==> src/core/arith_status_pkg.sv <==
package arith_status_pkg;

  // ****************************************************************
  // Widths and data-memory indices
  // ****************************************************************
  localparam int          IDX_W        = 9;
  localparam int          DATA_W       = 8;
  localparam int          UPLATCH_W    = 5;
  localparam int          NUM_ARITH    = 3;
  localparam int          BANK_LSB     = 7;

  // Register core_arith_flags is mirrored at these four indices
  localparam logic [8:0]  STATUS_IDX_B0 = 9'h003;
  localparam logic [8:0]  STATUS_IDX_B1 = 9'h083;
  localparam logic [8:0]  STATUS_IDX_B2 = 9'h103;
  localparam logic [8:0]  STATUS_IDX_B3 = 9'h183;
  // Low seven index bits shared by every mirror of a common register
  localparam logic [6:0]  STATUS_LO    = 7'h03;
  localparam logic [6:0]  UPLATCH_LO   = 7'h0A;
  localparam logic [8:0]  PORTA_IDX    = 9'h005;
  localparam logic [8:0]  TRISA_IDX    = 9'h085;

  // ****************************************************************
  // Status field positions, masks and reset values
  // ****************************************************************
  localparam int          IND_BANK_BIT = 7;
  localparam int          DIR_HI_BIT   = 6;
  localparam int          DIR_LO_BIT   = 5;
  localparam int          WDT_EXP_BIT  = 4;
  localparam int          PWR_DN_BIT   = 3;
  localparam int          ZERO_BIT     = 2;
  localparam int          HALF_BIT     = 1;
  localparam int          CARRY_BIT    = 0;
  localparam int          PIN5_BIT     = 5;

  localparam logic [7:0]  BANK_MASK    = 8'hE0;
  localparam logic [7:0]  ARITH_MASK   = 8'h07;
  localparam logic [7:0]  SOFT_WR_MASK = 8'hE7;
  localparam logic [7:0]  PIN5_MASK    = 8'h20;
  localparam logic [7:0]  STATUS_RST   = 8'h18;
  localparam logic [4:0]  UPLATCH_RST  = 5'h00;
  localparam logic [4:0]  PC_HI_RST    = 5'h00;
  localparam logic [7:0]  TRISA_RST    = 8'hFF;
  localparam logic [7:0]  BYTE_ZERO    = 8'h00;
  localparam logic [8:0]  ONE_9        = 9'h001;
  localparam logic [4:0]  ONE_5        = 5'h01;

  // ****************************************************************
  // AHB-Lite
  // ****************************************************************
  localparam int          HADDR_W      = 32;
  localparam int          HDATA_W      = 32;
  localparam int          IDX_LSB      = 2;
  localparam int          IDX_MSB      = 10;
  localparam logic        HRESP_OKAY   = 1'b0;
  localparam logic [23:0] HRDATA_PAD   = 24'h000000;
  localparam logic [31:0] HRDATA_RST   = 32'h00000000;

  // ****************************************************************
  // Types
  // ****************************************************************
  typedef enum logic [2:0] {
    OP_NONE  = 3'b000,
    OP_MOVE  = 3'b001,
    OP_ADD   = 3'b010,
    OP_SUB   = 3'b011,
    OP_AND   = 3'b100,
    OP_OR    = 3'b101,
    OP_XOR   = 3'b110,
    OP_CLEAR = 3'b111
  } alu_op_type;

  typedef struct packed {
    alu_op_type  op;
    logic [7:0]  opnd_a;
    logic [7:0]  opnd_b;
    logic        dest_wr;
    logic [8:0]  dest_idx;
    logic        pc_load;
    logic [8:0]  rd_idx;
  } core_req_type;

  typedef struct packed {
    logic wdt_clear;
    logic sleep_enter;
    logic wdt_expire;
  } pmu_evt_type;

  // Flag order in flags and affect: {zero, half, carry}
  typedef struct packed {
    logic [7:0] result;
    logic [2:0] flags;
    logic [2:0] affect;
  } flag_out_type;

  typedef struct packed {
    logic [7:0]  status;
    logic [4:0]  uplatch;
    logic [4:0]  pc_hi;
    logic [7:0]  trisa;
    logic [31:0] hrdata;
    logic        dp_write;
    logic [8:0]  dp_idx;
    logic [7:0]  core_rd;
    logic [7:0]  result;
  } arith_state_type;

  localparam arith_state_type STATE_RST = '{
    status:   STATUS_RST,
    uplatch:  UPLATCH_RST,
    pc_hi:    PC_HI_RST,
    trisa:    TRISA_RST,
    hrdata:   HRDATA_RST,
    dp_write: 1'b0,
    dp_idx:   9'h000,
    core_rd:  BYTE_ZERO,
    result:   BYTE_ZERO
  };

endpackage

==> src/core/flag_logic.sv <==
`timescale 1ns/100ps
module flag_logic
  import arith_status_pkg::*;
(
  input  wire alu_op_type   op,
  input  wire logic [7:0]   opnd_a,
  input  wire logic [7:0]   opnd_b,
  input  wire logic         carry_in,
  output flag_out_type      fout
);

  logic [8:0] sum;
  logic [4:0] nib;
  logic [7:0] res;

  always_comb begin
    sum         = {1'b0, opnd_a} + {1'b0, opnd_b};
    nib         = {1'b0, opnd_a[3:0]} + {1'b0, opnd_b[3:0]};
    res         = BYTE_ZERO;
    fout.affect = 3'b000;
    fout.flags  = {1'b0, carry_in, carry_in};
    case (op)
      OP_MOVE: begin
        res = opnd_a;
      end
      OP_ADD: begin
        res         = sum[7:0];
        fout.affect = 3'b111;
        fout.flags  = {1'b0, nib[4], sum[8]};
      end
      OP_SUB: begin
        // Carry out of a + ~b + 1: high means no borrow, low means borrow
        sum         = {1'b0, opnd_a} + {1'b0, ~opnd_b} + ONE_9;
        nib         = {1'b0, opnd_a[3:0]} + {1'b0, ~opnd_b[3:0]} + ONE_5;
        res         = sum[7:0];
        fout.affect = 3'b111;
        fout.flags  = {1'b0, nib[4], sum[8]};
      end
      OP_AND: begin
        res         = opnd_a & opnd_b;
        fout.affect = 3'b100;
      end
      OP_OR: begin
        res         = opnd_a | opnd_b;
        fout.affect = 3'b100;
      end
      OP_XOR: begin
        res         = opnd_a ^ opnd_b;
        fout.affect = 3'b100;
      end
      OP_CLEAR: begin
        res         = BYTE_ZERO;
        fout.affect = 3'b100;
      end
      default: begin
        res = BYTE_ZERO;
      end
    endcase
    fout.result   = res;
    fout.flags[2] = (res == BYTE_ZERO);
  end

endmodule

==> src/core/arith_status_regs.sv <==
// The AHB-Lite interface to the registers is this design's own decision.
`timescale 1ns/100ps
module arith_status_regs
  import arith_status_pkg::*;
(
  input  wire logic                CORE_CLK,
  input  wire logic                RESETN,
  // AHB-Lite slave
  input  wire logic                HSEL,
  input  wire logic [HADDR_W-1:0]  HADDR,
  input  wire logic [1:0]          HTRANS,
  input  wire logic                HWRITE,
  input  wire logic [2:0]          HSIZE,
  input  wire logic [HDATA_W-1:0]  HWDATA,
  input  wire logic                HREADY,
  output logic [HDATA_W-1:0]       HRDATA,
  output logic                     HREADYOUT,
  output logic                     HRESP,
  // Core side
  input  wire core_req_type        CORE_REQ,
  input  wire pmu_evt_type         PMU_EVT,
  input  wire logic                PORT_A_PIN_FIVE,
  output logic [7:0]               STATUS_OUT,
  output logic [7:0]               ALU_RESULT,
  output logic [7:0]               CORE_RDATA,
  output logic [4:0]               PC_UPPER,
  output logic                     INDIRECT_BANK_SELECT,
  output logic [1:0]               DIRECT_BANK_SELECT,
  output logic                     PORT_A_PIN_FIVE_OE
);

  arith_state_type s_q;
  arith_state_type s_d;
  flag_out_type    fout;
  logic            addr_phase;
  logic            addr_ok;
  logic [8:0]      haddr_idx;
  logic [7:0]      wr_mask;

  // ****************************************************************
  // Decode helpers
  // ****************************************************************
  function automatic logic is_status(input logic [8:0] idx);
    is_status = (idx[BANK_LSB-1:0] == STATUS_LO);
  endfunction

  function automatic logic is_uplatch(input logic [8:0] idx);
    is_uplatch = (idx[BANK_LSB-1:0] == UPLATCH_LO);
  endfunction

  function automatic logic [7:0] read_reg(input arith_state_type st,
                                          input logic [8:0]      idx,
                                          input logic            pin5);
    if (is_status(idx)) begin
      read_reg = st.status;
    end else if (is_uplatch(idx)) begin
      read_reg = {3'b000, st.uplatch};
    end else if (idx == TRISA_IDX) begin
      read_reg = st.trisa | PIN5_MASK;
    end else if (idx == PORTA_IDX) begin
      read_reg = PIN5_MASK & {DATA_W{pin5}};
    end else begin
      read_reg = BYTE_ZERO;
    end
  endfunction

  // ****************************************************************
  // Flag logic
  // ****************************************************************
  flag_logic u_flag_logic (
    .op       (CORE_REQ.op),
    .opnd_a   (CORE_REQ.opnd_a),
    .opnd_b   (CORE_REQ.opnd_b),
    .carry_in (s_q.status[CARRY_BIT]),
    .fout     (fout)
  );

  // ****************************************************************
  // Next state
  // ****************************************************************
  always_comb begin
    s_d        = s_q;
    haddr_idx  = HADDR[IDX_MSB:IDX_LSB];
    addr_ok    = (HADDR[HADDR_W-1:IDX_MSB+1] == '0);
    addr_phase = HSEL & HREADY & HTRANS[1];
    wr_mask    = SOFT_WR_MASK;

    // Bus data phase write; a bus write never reaches the reset-cause flags
    if (s_q.dp_write) begin
      if (is_status(s_q.dp_idx)) begin
        s_d.status = (s_d.status & ~SOFT_WR_MASK) | (HWDATA[7:0] & SOFT_WR_MASK);
      end else if (is_uplatch(s_q.dp_idx)) begin
        s_d.uplatch = HWDATA[UPLATCH_W-1:0];
      end else if (s_q.dp_idx == TRISA_IDX) begin
        s_d.trisa = HWDATA[7:0] | PIN5_MASK;
      end
    end

    // Instruction write lands after the bus write, so the core wins a collision
    if (CORE_REQ.dest_wr && (CORE_REQ.op != OP_NONE)) begin
      if (is_status(CORE_REQ.dest_idx)) begin
        if (fout.affect != 3'b000) begin
          wr_mask = BANK_MASK;
        end
        // Reset-cause bits are outside both masks
        s_d.status = (s_d.status & ~wr_mask) | (fout.result & wr_mask);
      end else if (is_uplatch(CORE_REQ.dest_idx)) begin
        s_d.uplatch = fout.result[UPLATCH_W-1:0];
      end else if (CORE_REQ.dest_idx == TRISA_IDX) begin
        s_d.trisa = fout.result | PIN5_MASK;
      end
    end

    // Flags from the flag logic override whatever the destination write left
    for (int i = 0; i < NUM_ARITH; i++) begin
      if (fout.affect[i]) begin
        s_d.status[CARRY_BIT+i] = fout.flags[i];
      end
    end
    if (CORE_REQ.op != OP_NONE) begin
      s_d.result = fout.result;
    end

    // Reset-cause flags move only on power-management events
    if (PMU_EVT.wdt_clear) begin
      s_d.status[WDT_EXP_BIT] = 1'b1;
      s_d.status[PWR_DN_BIT]  = 1'b1;
    end
    if (PMU_EVT.sleep_enter) begin
      s_d.status[WDT_EXP_BIT] = 1'b1;
      s_d.status[PWR_DN_BIT]  = 1'b0;
    end
    // Expiry is last so it is never masked by a clear in the same cycle
    if (PMU_EVT.wdt_expire) begin
      s_d.status[WDT_EXP_BIT] = 1'b0;
    end

    // Upper program counter is only ever fed from the latch
    if (CORE_REQ.pc_load) begin
      s_d.pc_hi = s_q.uplatch;
    end

    // Reads see this cycle's writes so back-to-back write then read is coherent
    s_d.core_rd  = read_reg(s_d, CORE_REQ.rd_idx, PORT_A_PIN_FIVE);
    s_d.dp_write = addr_phase & HWRITE & addr_ok;
    s_d.dp_idx   = haddr_idx;
    if (addr_phase && !HWRITE) begin
      s_d.hrdata = addr_ok ? {HRDATA_PAD, read_reg(s_d, haddr_idx, PORT_A_PIN_FIVE)}
                           : HRDATA_RST;
    end
  end

  always_ff @(posedge CORE_CLK) begin
    if (!RESETN) begin
      s_q <= STATE_RST;
    end else begin
      s_q <= s_d;
    end
  end

  // ****************************************************************
  // Outputs
  // ****************************************************************
  assign HRDATA               = s_q.hrdata;
  assign HREADYOUT            = 1'b1;
  assign HRESP                = HRESP_OKAY;
  assign STATUS_OUT           = s_q.status;
  assign ALU_RESULT           = s_q.result;
  assign CORE_RDATA           = s_q.core_rd;
  assign PC_UPPER             = s_q.pc_hi;
  // High selects banks 2 and 3 for indirect accesses
  assign INDIRECT_BANK_SELECT = s_q.status[IND_BANK_BIT];
  assign DIRECT_BANK_SELECT   = {s_q.status[DIR_HI_BIT], s_q.status[DIR_LO_BIT]};
  assign PORT_A_PIN_FIVE_OE   = 1'b0;

endmodule

==> config.mk <==
export PLATFORM = sky130hd
export DESIGN_NAME = arith_status_regs
export DESIGN_NICKNAME = d
export VERILOG_FILES = /design/src/core/arith_status_pkg.sv /design/src/core/flag_logic.sv /design/src/core/arith_status_regs.sv
export SDC_FILE = /design/constraint.sdc
export NUM_CORES = 1
export LEC_CHECK = 0
export ABC_AREA = 1
export BUFFER_PORTS_ARGS = -buffer_cell sky130_fd_sc_hd__buf_2
export CELL_PAD_IN_SITES_DETAIL_PLACEMENT = 1
export CELL_PAD_IN_SITES_GLOBAL_PLACEMENT = 1
export CORE_MARGIN = 2
export CORE_UTILIZATION = 36
export CTS_CLUSTER_SIZE = 40
export DETAILED_ROUTE_END_ITERATION = 10
export PLACE_DENSITY = 0.89
export SKIP_CTS_REPAIR_TIMING = 1
export SLEW_MARGIN = 20
export SYNTH_ARGS = -nofsm -noshare
export SYNTH_HDL_FRONTEND = slang
export SYNTH_HIERARCHICAL = 1
export SYNTH_SLANG_ARGS = --single-unit
==> constraint.sdc <==
create_clock -name CORE_CLK -period 3.73 [get_ports CORE_CLK]
set_clock_uncertainty 0.1 [all_clocks]
set_input_delay 0.746 -clock CORE_CLK [delete_from_list [all_inputs] [get_ports CORE_CLK]]
set_output_delay 0.746 -clock CORE_CLK [all_outputs]
set_load 0.02 [all_outputs]
==> results of run 1 <==
==> cell type report <==
cell class                 count  area (um^2)
fill                        1807         7690
multi-input combinational    546         2790
sequential                    59         1180
timing repair buffer         127          638
inverter                     108          405
clock buffer                  12          246
tap                          176          220
clock inverter                 3         15.0
antenna                        1         2.50
==> where the power goes <==
group	leakage, uW	internal [uW]	switching, uW
Sequential	0.000481	650	9.00
Clock	0.000132	460	284
Combinational	0.00238	121	262
Total	0.00299	1230	556
==> synthesized netlist by cell type (2+ instances only) <==
cell type | instances | area [um^2]
a21oi_1 | 25 | 125
a21oi_2 | 4 | 35.0
and3_1 | 2 | 12.5
buf_4 | 69 | 518
buf_6 | 2 | 22.5
clkbuf_1 | 7 | 26.3
conb_1 | 2 | 7.51
dfxtp_1 | 59 | 1180
fa_1 | 2 | 40.0
ha_1 | 24 | 300
inv_1 | 100 | 375
inv_2 | 7 | 26.3
nand2_1 | 162 | 608
nand2_2 | 6 | 37.5
nand3_1 | 94 | 470
nand3_2 | 8 | 80.1
nand3b_1 | 2 | 15.0
nand4_1 | 6 | 37.5
nor2_1 | 100 | 375
nor2_2 | 5 | 31.3
nor2_4 | 5 | 56.3
nor3_1 | 5 | 25.0
nor3_2 | 4 | 40.0
nor3_4 | 2 | 32.5
nor4_1 | 2 | 12.5
o211ai_1 | 4 | 30.0
o21ai_0 | 27 | 135
o21ai_1 | 11 | 55.1
o22ai_1 | 7 | 43.8
or2_1 | 3 | 18.8
or2_2 | 3 | 18.8
or2_4 | 2 | 17.5
==> critical path: cells and delay by family <==
| family | cells | cell delay (ps) |
|---|---|---|
| simple gates | 12 | 1220 |
| compound gates | 1 | 100 |
| fa+ha+maj | 2 | 620 |
| buf+inv | 4 | 380 |
==> metrics by stage <==
stage	std cells	instance area (um^2)	hold WS, ps	setup slack [ps]
2_1_floorplan	793	4950	346	935
3_3_place_gp	1016	5240	353	497
3_5_place_dp	1016	5240	367	451
4_1_cts	1031	5500	377	782
5_1_grt	1031	5500	397	474
6_report	1032	5500	372	767
==> flip-flops by register name, summed over array words and instances (netlist names) <==
name and cells:
ALU_RESULT 8, CORE_RDATA 8, HRDATA 8, PC_UPPER 5, STATUS_OUT 8, s_q 22
==> logic make-up after synthesis <==
family	Yosys count	share of synthesized area (%)
adders and majority gates	26	7.00
and+or+nand+nor	413	39.4
buffers and inverters	188	20.2
DFF	59	24.3
AOI/OAI and AO/OA	80	9.01
other	2	0.154
==> path summary, 6_finish.rpt <==
kind | start | to | slack, ps
worst min register to register | HRDATA[0]$_SDFFE_PN0P_ | HRDATA[0]$_SDFFE_PN0P_ | 370
worst max-delay path | CORE_REQ[28] | CORE_RDATA[6]$_SDFF_PN0_ | 770
worst min-delay path | HRDATA[0]$_SDFFE_PN0P_ | HRDATA[0]$_SDFFE_PN0P_ | 370
worst max register to register | s_q[25]$_SDFF_PN0_ | HRDATA[3]$_SDFFE_PN0P_ | 1680
==> routing by layer <==
| layer | routed length [um] | share of wire, % | vias to the layer above | track usage, % |
|---|---|---|---|---|
| met5 | 0 | 0 | - | 0 |
| met4 | 314 | 2.0 | 0 | 5.81 |
| met3 | 968 | 6.3 | 25 | 4.58 |
| met2 | 7350 | 48 | 150 | 37.0 |
| met1 | 6720 | 44 | 2377 | 26.6 |
| li1 | - | - | 2507 | - |
==> run_results.csv, run 1 <==
group,metric,value,unit
outcome,status,"finished clean",
clocking,clk_pin_slew,50,ps
timing,max_freq,337,MHz
clocking,cts_sinks,59,
logic_synthesis,ys_ff_latch,59,
placed_design,routabilityCongestion,0.879,
global_route,antenna_found_initial,0,
floorplanning,dieArea,14400,um^2
timing,maxSlewViolCount,0,
floorplanning,start_util,36.9,%
clocking,cts_buffer_depth,2,
timing,hold_violations,0,
routing,drt_wl_total,15300,um
floorplanning,core-area,13200,um^2
routing,drt-initial-drc-count,272,
setup_path,worstPathCellList,"buf_2 > inv_1 > ha_1 > fa_1 > inv_1 > nand2_1 > nand2_1 > nand3_1 > nand2_1 > nand2_1 > nand3_1 > nand2_1 > nor2_1 > inv_1 > or2_2 > nand2_1 > nor2_1 > nand2_1 > o21ai_0",
finish,syn2layout_area_growth,13.2,%
timing,rsz0062_at_grt,"no",
setup_path,rr_worst_depth,9,
setup_path,slowest_delay,400,ps
routing,vias_per_cell,4.90,
clocking,root_buffer,"clkbuf_16",
global_route,grt.overflow.total,0,
clocking,clock_latency,330,ps
logic_synthesis,synth_ff_type,"dfxtp_1",
clocking,cts_buffers,9,
timing,fin_crit_sh,79.4,%
setup_path,endpoint_kind,"flip-flop",
finish,final_cell_mix,"nand2_1 (162), buf_2 (126), nor2_1 (100), inv_1 (100), nand3_1 (94)",
routing,vias,5059,
floorplanning,die_h,120,um
routing,drc,0,
hold_path,min-delay-path-class,"flip-flop to flip-flop",
timing,fin_crit,2960,ps
timing,tns,0,ps
global_route,grt_pass1_wl,24800,um
routing,drt.antenna.violating_nets,0,
power,ir_worst_vdd,0.211,mV
routing,first_pass_iters,4,
power,p_total,1790,uW
setup_path,cp.arrival,3060,ps
logic_synthesis,yosysUniqueCellTypes,39,
logic_synthesis,yosysSeqAreaShare,24.3,%
placed_design,io_buffers,126,
power,p_per_area,325,nW/um^2
floorplanning,ios,184,
finish,layout.nets,994,
finish,drive_gt1_share,21.9,%
logic_synthesis,yosysWarnings,6,
global_route,grt_usage,21.3,%
clocking,cts_tree,"done",
power,p_leak,0.00299,uW
setup_path,crit_path_start_kind,"input port",
timing,maxSlewHeadroom,54.9,%
timing,setup_viol,0,
global_route,grt_max_degree,39,
setup_path,critPathKind,"input port to flip-flop",
global_route,grt_pass1_vias,5083,
logic_synthesis,synth_area,4860,um^2
logic_synthesis,synthArstFlopShare,0,%
setup_path,required,3830,ps
finish,final_common_cell,"nand2_1",
timing,worst_slew_pin_slew,676,ps
floorplanning,rows,42,
logic_synthesis,syn_inst,768,
floorplanning,die_x,120,um
finish,final_util,41.7,%
placed_design,hpwl,12100,um
run,maxCapViolations,0,
setup_path,crit_top_cell,"nand2_1",
hold_path,min_path_cells,2,
setup_path,cpMaxStageDelayCell,"fa_1",
clocking,h-tree-depth,3,
setup_path,worst-path-max-fanout,4,
logic_synthesis,syn_area_per_cell,6.33,um^2
routing,wl_per_cell,14.9,um
logic_synthesis,synth_enable_flop_cells,0,
No activity file was read; power rests on OpenSTA's default activity.
==> inputs of run 2 (changes only) <==
--- a/config.mk
+++ b/config.mk
@@ -5,15 +5,15 @@
 export SDC_FILE = /design/constraint.sdc
 export NUM_CORES = 1
 export LEC_CHECK = 0
-export ABC_AREA = 1
+export ABC_AREA = 0
 export BUFFER_PORTS_ARGS = -buffer_cell sky130_fd_sc_hd__buf_2
 export CELL_PAD_IN_SITES_DETAIL_PLACEMENT = 1
 export CELL_PAD_IN_SITES_GLOBAL_PLACEMENT = 1
 export CORE_MARGIN = 2
-export CORE_UTILIZATION = 36
+export CORE_UTILIZATION = 32
 export CTS_CLUSTER_SIZE = 40
 export DETAILED_ROUTE_END_ITERATION = 10
-export PLACE_DENSITY = 0.89
+export PLACE_DENSITY = 0.81
 export SKIP_CTS_REPAIR_TIMING = 1
 export SLEW_MARGIN = 20
 export SYNTH_ARGS = -nofsm -noshare
==> constraint.sdc (replaced) <==
create_clock -name CORE_CLK -period 2.45 [get_ports CORE_CLK]
set_clock_uncertainty 0.1 [all_clocks]
set_input_delay 0.49 -clock CORE_CLK [delete_from_list [all_inputs] [get_ports CORE_CLK]]
set_output_delay 0.49 -clock CORE_CLK [all_outputs]
set_load 0.02 [all_outputs]
==> run 2 against run 1 <==
  * The run now ends with negative setup slack left
  * Clock power increased by 79%
  * Routed wire length increased by 27%
  * Power increased by 83%
  * Area after synthesis decreased by 4.5%
  * First-iteration DRC count increased by 9.6%
  * Worst setup slack got worse by 1300 ps
  * Cell area increased by 24%
  * Combinational power increased by 140%
  * Sequential share of layout area decreased by 4.1 points
==> run_results.csv, run 2 <==
group,metric,value,unit
logic_synthesis,yosysMostFrequentCell,"buf_4",
placed_design,io_buffers,126,
logic_synthesis,synth.mux.area_fraction,7.71,%
finish,largest_reg_flops,22,
power,power_frac_seq,30.7,%
global_route,grt_pass1_wl,27200,um
logic_synthesis,synth_area_leaders,"dfxtp_1 (25%), buf_4 (11%), ha_1 (6.5%)",
floorplanning,die_h,124,um
routing,wl_per_cell,20.7,um
timing,fin_crit,3030,ps
routing,vias,5038,
logic_synthesis,synthArstFlopShare,0,%
setup_path,worstPathCellList,"buf_12 > inv_12 > ha_4 > fa_2 > xor2_1 > a22oi_1 > o32ai_2 > a2111oi_4 > nand4_1 > nor4_4 > a211oi_2 > o31ai_1",
logic_synthesis,syn_inst,564,
finish,layout.nets,895,
logic_synthesis,netlist_top_cells_count,"buf_4 (67), dfxtp_1 (59), nand2_1 (49)",
timing,rsz0062_at_grt,"yes",
logic_synthesis,synth-simple-area-share,23.8,%
run,maxCapViolations,0,
logic_synthesis,yosys.area_share.xor_xnor,0.566,%
setup_path,endpoint_kind,"flip-flop",
clocking,cts_sinks,59,
logic_synthesis,synth_compound_area_share,19.2,%
clocking,cts_buffers,9,
setup_path,cpMaxStageDelayCell,"fa_2",
logic_synthesis,yosysSeqAreaShare,25.5,%
setup_path,critPathKind,"input port to flip-flop",
floorplanning,start_util,32.3,%
outcome,status,"finished, violations left",
hold_path,min-delay-path-class,"input port to flip-flop",
logic_synthesis,yosysTopAreaCell,"dfxtp_1",
routing,drt_wl_total,19500,um
setup_path,slowest_delay,430,ps
finish,fillCellCount,1695,
logic_synthesis,synth_top_family_by_area,"simple AND/OR/NAND/NOR gates",
global_route,grt_usage,21.7,%
timing,worst_slew_pin_slew,793,ps
logic_synthesis,syn_area_per_cell,8.23,um^2
clocking,h-tree-depth,3,
power,sw_frac_of_total,30.0,%
placed_design,routabilityCongestion,0.930,
global_route,grt_max_degree,29,
setup_path,required,2580,ps
finish,syn2layout_area_growth,46.7,%
clocking,clock_latency,320,ps
global_route,grt.overflow.total,0,
setup_path,worst-path-max-fanout,3,
clocking,root_buffer,"clkbuf_16",
power,power.share.clock,40.6,%
clocking,cts_tree,"done",
global_route,antenna_found_initial,1,
floorplanning,dieArea,15500,um^2
power,cellInternalPower,2290,uW
setup_path,crit_path_start_kind,"input port",
clocking,cts_buffer_depth,2,
routing,vias_per_cell,5.35,
routing,drt.antenna.violating_nets,0,
floorplanning,ios,184,
placed_design,pre_cts_slack,-860,ps
finish,drive_gt1_share,47.7,%
power,p_switching,980,uW
finish,final_common_cell,"buf_2",
logic_synthesis,yosysUniqueCellTypes,87,
timing,max_freq,330,MHz
logic_synthesis,synth-adder-area-share,7.33,%
timing,hold_violations,0,
routing,first_pass_iters,5,
logic_synthesis,synth_ff_type,"dfxtp_1",
logic_synthesis,yosysWarnings,6,
placed_design,hpwl,13500,um
power,ir_worst_vdd,0.297,mV
power,p_leak,0.00318,uW
global_route,grt_pass1_vias,5198,
logic_synthesis,synth_enable_flop_cells,0,
power,p_per_area,480,nW/um^2
routing,drc,0,
finish,final_cell_mix,"buf_2 (122), buf_4 (97), dfxtp_1 (59)",
outcome,violations,"negative setup slack",
logic_synthesis,synth_area,4640,um^2
clocking,clk_pin_slew,50,ps
power,pwr-share-comb,28.7,%
timing,maxSlewHeadroom,47.2,%
power,p_total,3270,uW
logic_synthesis,ys_ff_latch,59,
routing,drt-initial-drc-count,298,
floorplanning,rows,44,
timing,setup_viol,31,
timing,maxSlewViolCount,0,
finish,top_register,"s_q",
logic_synthesis,yosys.area.top_type_share,25.5,%
setup_path,cp.arrival,3150,ps
timing,final.setup.worst_slack,-578,ps
floorplanning,die_x,124,um
timing,fin_crit_sh,124,%
floorplanning,core-area,14400,um^2
-- run 2: metal layers --
metal,GRT usage [%],wire length [um],vias up
met3,3.01,869,59
met1,26.5,7960,2481
met4,8.66,756,0
li1,-,-,2297
met2,38.4,9920,201
met5,0,0,-
-- run 2: worst max-delay path: cells and delay by family --
kind	cells	cell delay [ps]
AOI/OAI and AO/OA	5	1230
adders and majority gates	2	590
and+or+nand+nor	2	550
xor gates and xnor gates	1	160
buffers and inverters	2	130
-- run 2: path summary, 6_finish.rpt --
check                                   from  cells past startpoint  slack (ps)                         end
setup / recovery                CORE_REQ[28]                     12        -580      HRDATA[2]$_SDFFE_PN0P_
hold / removal                      HADDR[7]                      2         290          s_q[21]$_SDFF_PN0_
setup reg to reg          s_q[22]$_SDFF_PN0_                      7           0    CORE_RDATA[2]$_SDFF_PN0_
hold reg to reg   ALU_RESULT[2]$_SDFFE_PN0N_                      2         360  ALU_RESULT[2]$_SDFFE_PN0N_
-- run 2: metrics by stage --
step                      hold slack [ps]  utilization, %  cells  setup TNS (ps)  instance area, um^2
final                                 293            47.4    942           -7020                 6810
after global routing                  301            47.4    942           -9060                 6810
after CTS                             283            43.2    928           -8500                 6210
after detailed placement              351            41.0    912          -19960                 5890
after global placement                344            41.0    912          -16970                 5890
after floorplan                       326               -    589           -2570                 4830
-- run 2: final cells by class --
class                   count  area (um^2)  share of cell area (%)
multi-input cells         411         3310                    48.7
repair buffers            242         1640                    24.1
flip-flops and latches     59         1180                    17.4
clock buffers              12          267                    3.92
well taps                 184          230                    3.38
inverters                  29          125                    1.84
clock inverters             4         47.5                   0.699
diodes                      1         2.50                  0.0368
-- run 2: power by group through the flow --
stage | Clock (uW) | Combinational, uW | Sequential, uW
floorplan | 0 | 439 | 1020
global placement | 0 | 725 | 1020
detailed placement | 0 | 752 | 1020
CTS | 1320 | 761 | 1000
global route | 1370 | 993 | 1010
finish | 1330 | 936 | 1000
-- run 2: logic make-up after synthesis --
| family | after synthesis |
|---|---|
| and+or+nand+nor | 194 |
| AOI/OAI and AO/OA | 131 |
| buffers and inverters | 119 |
| DFF | 59 |
| muxes | 30 |
| adders and majority gates | 26 |
| xor gates and xnor gates | 3 |
| other | 2 |
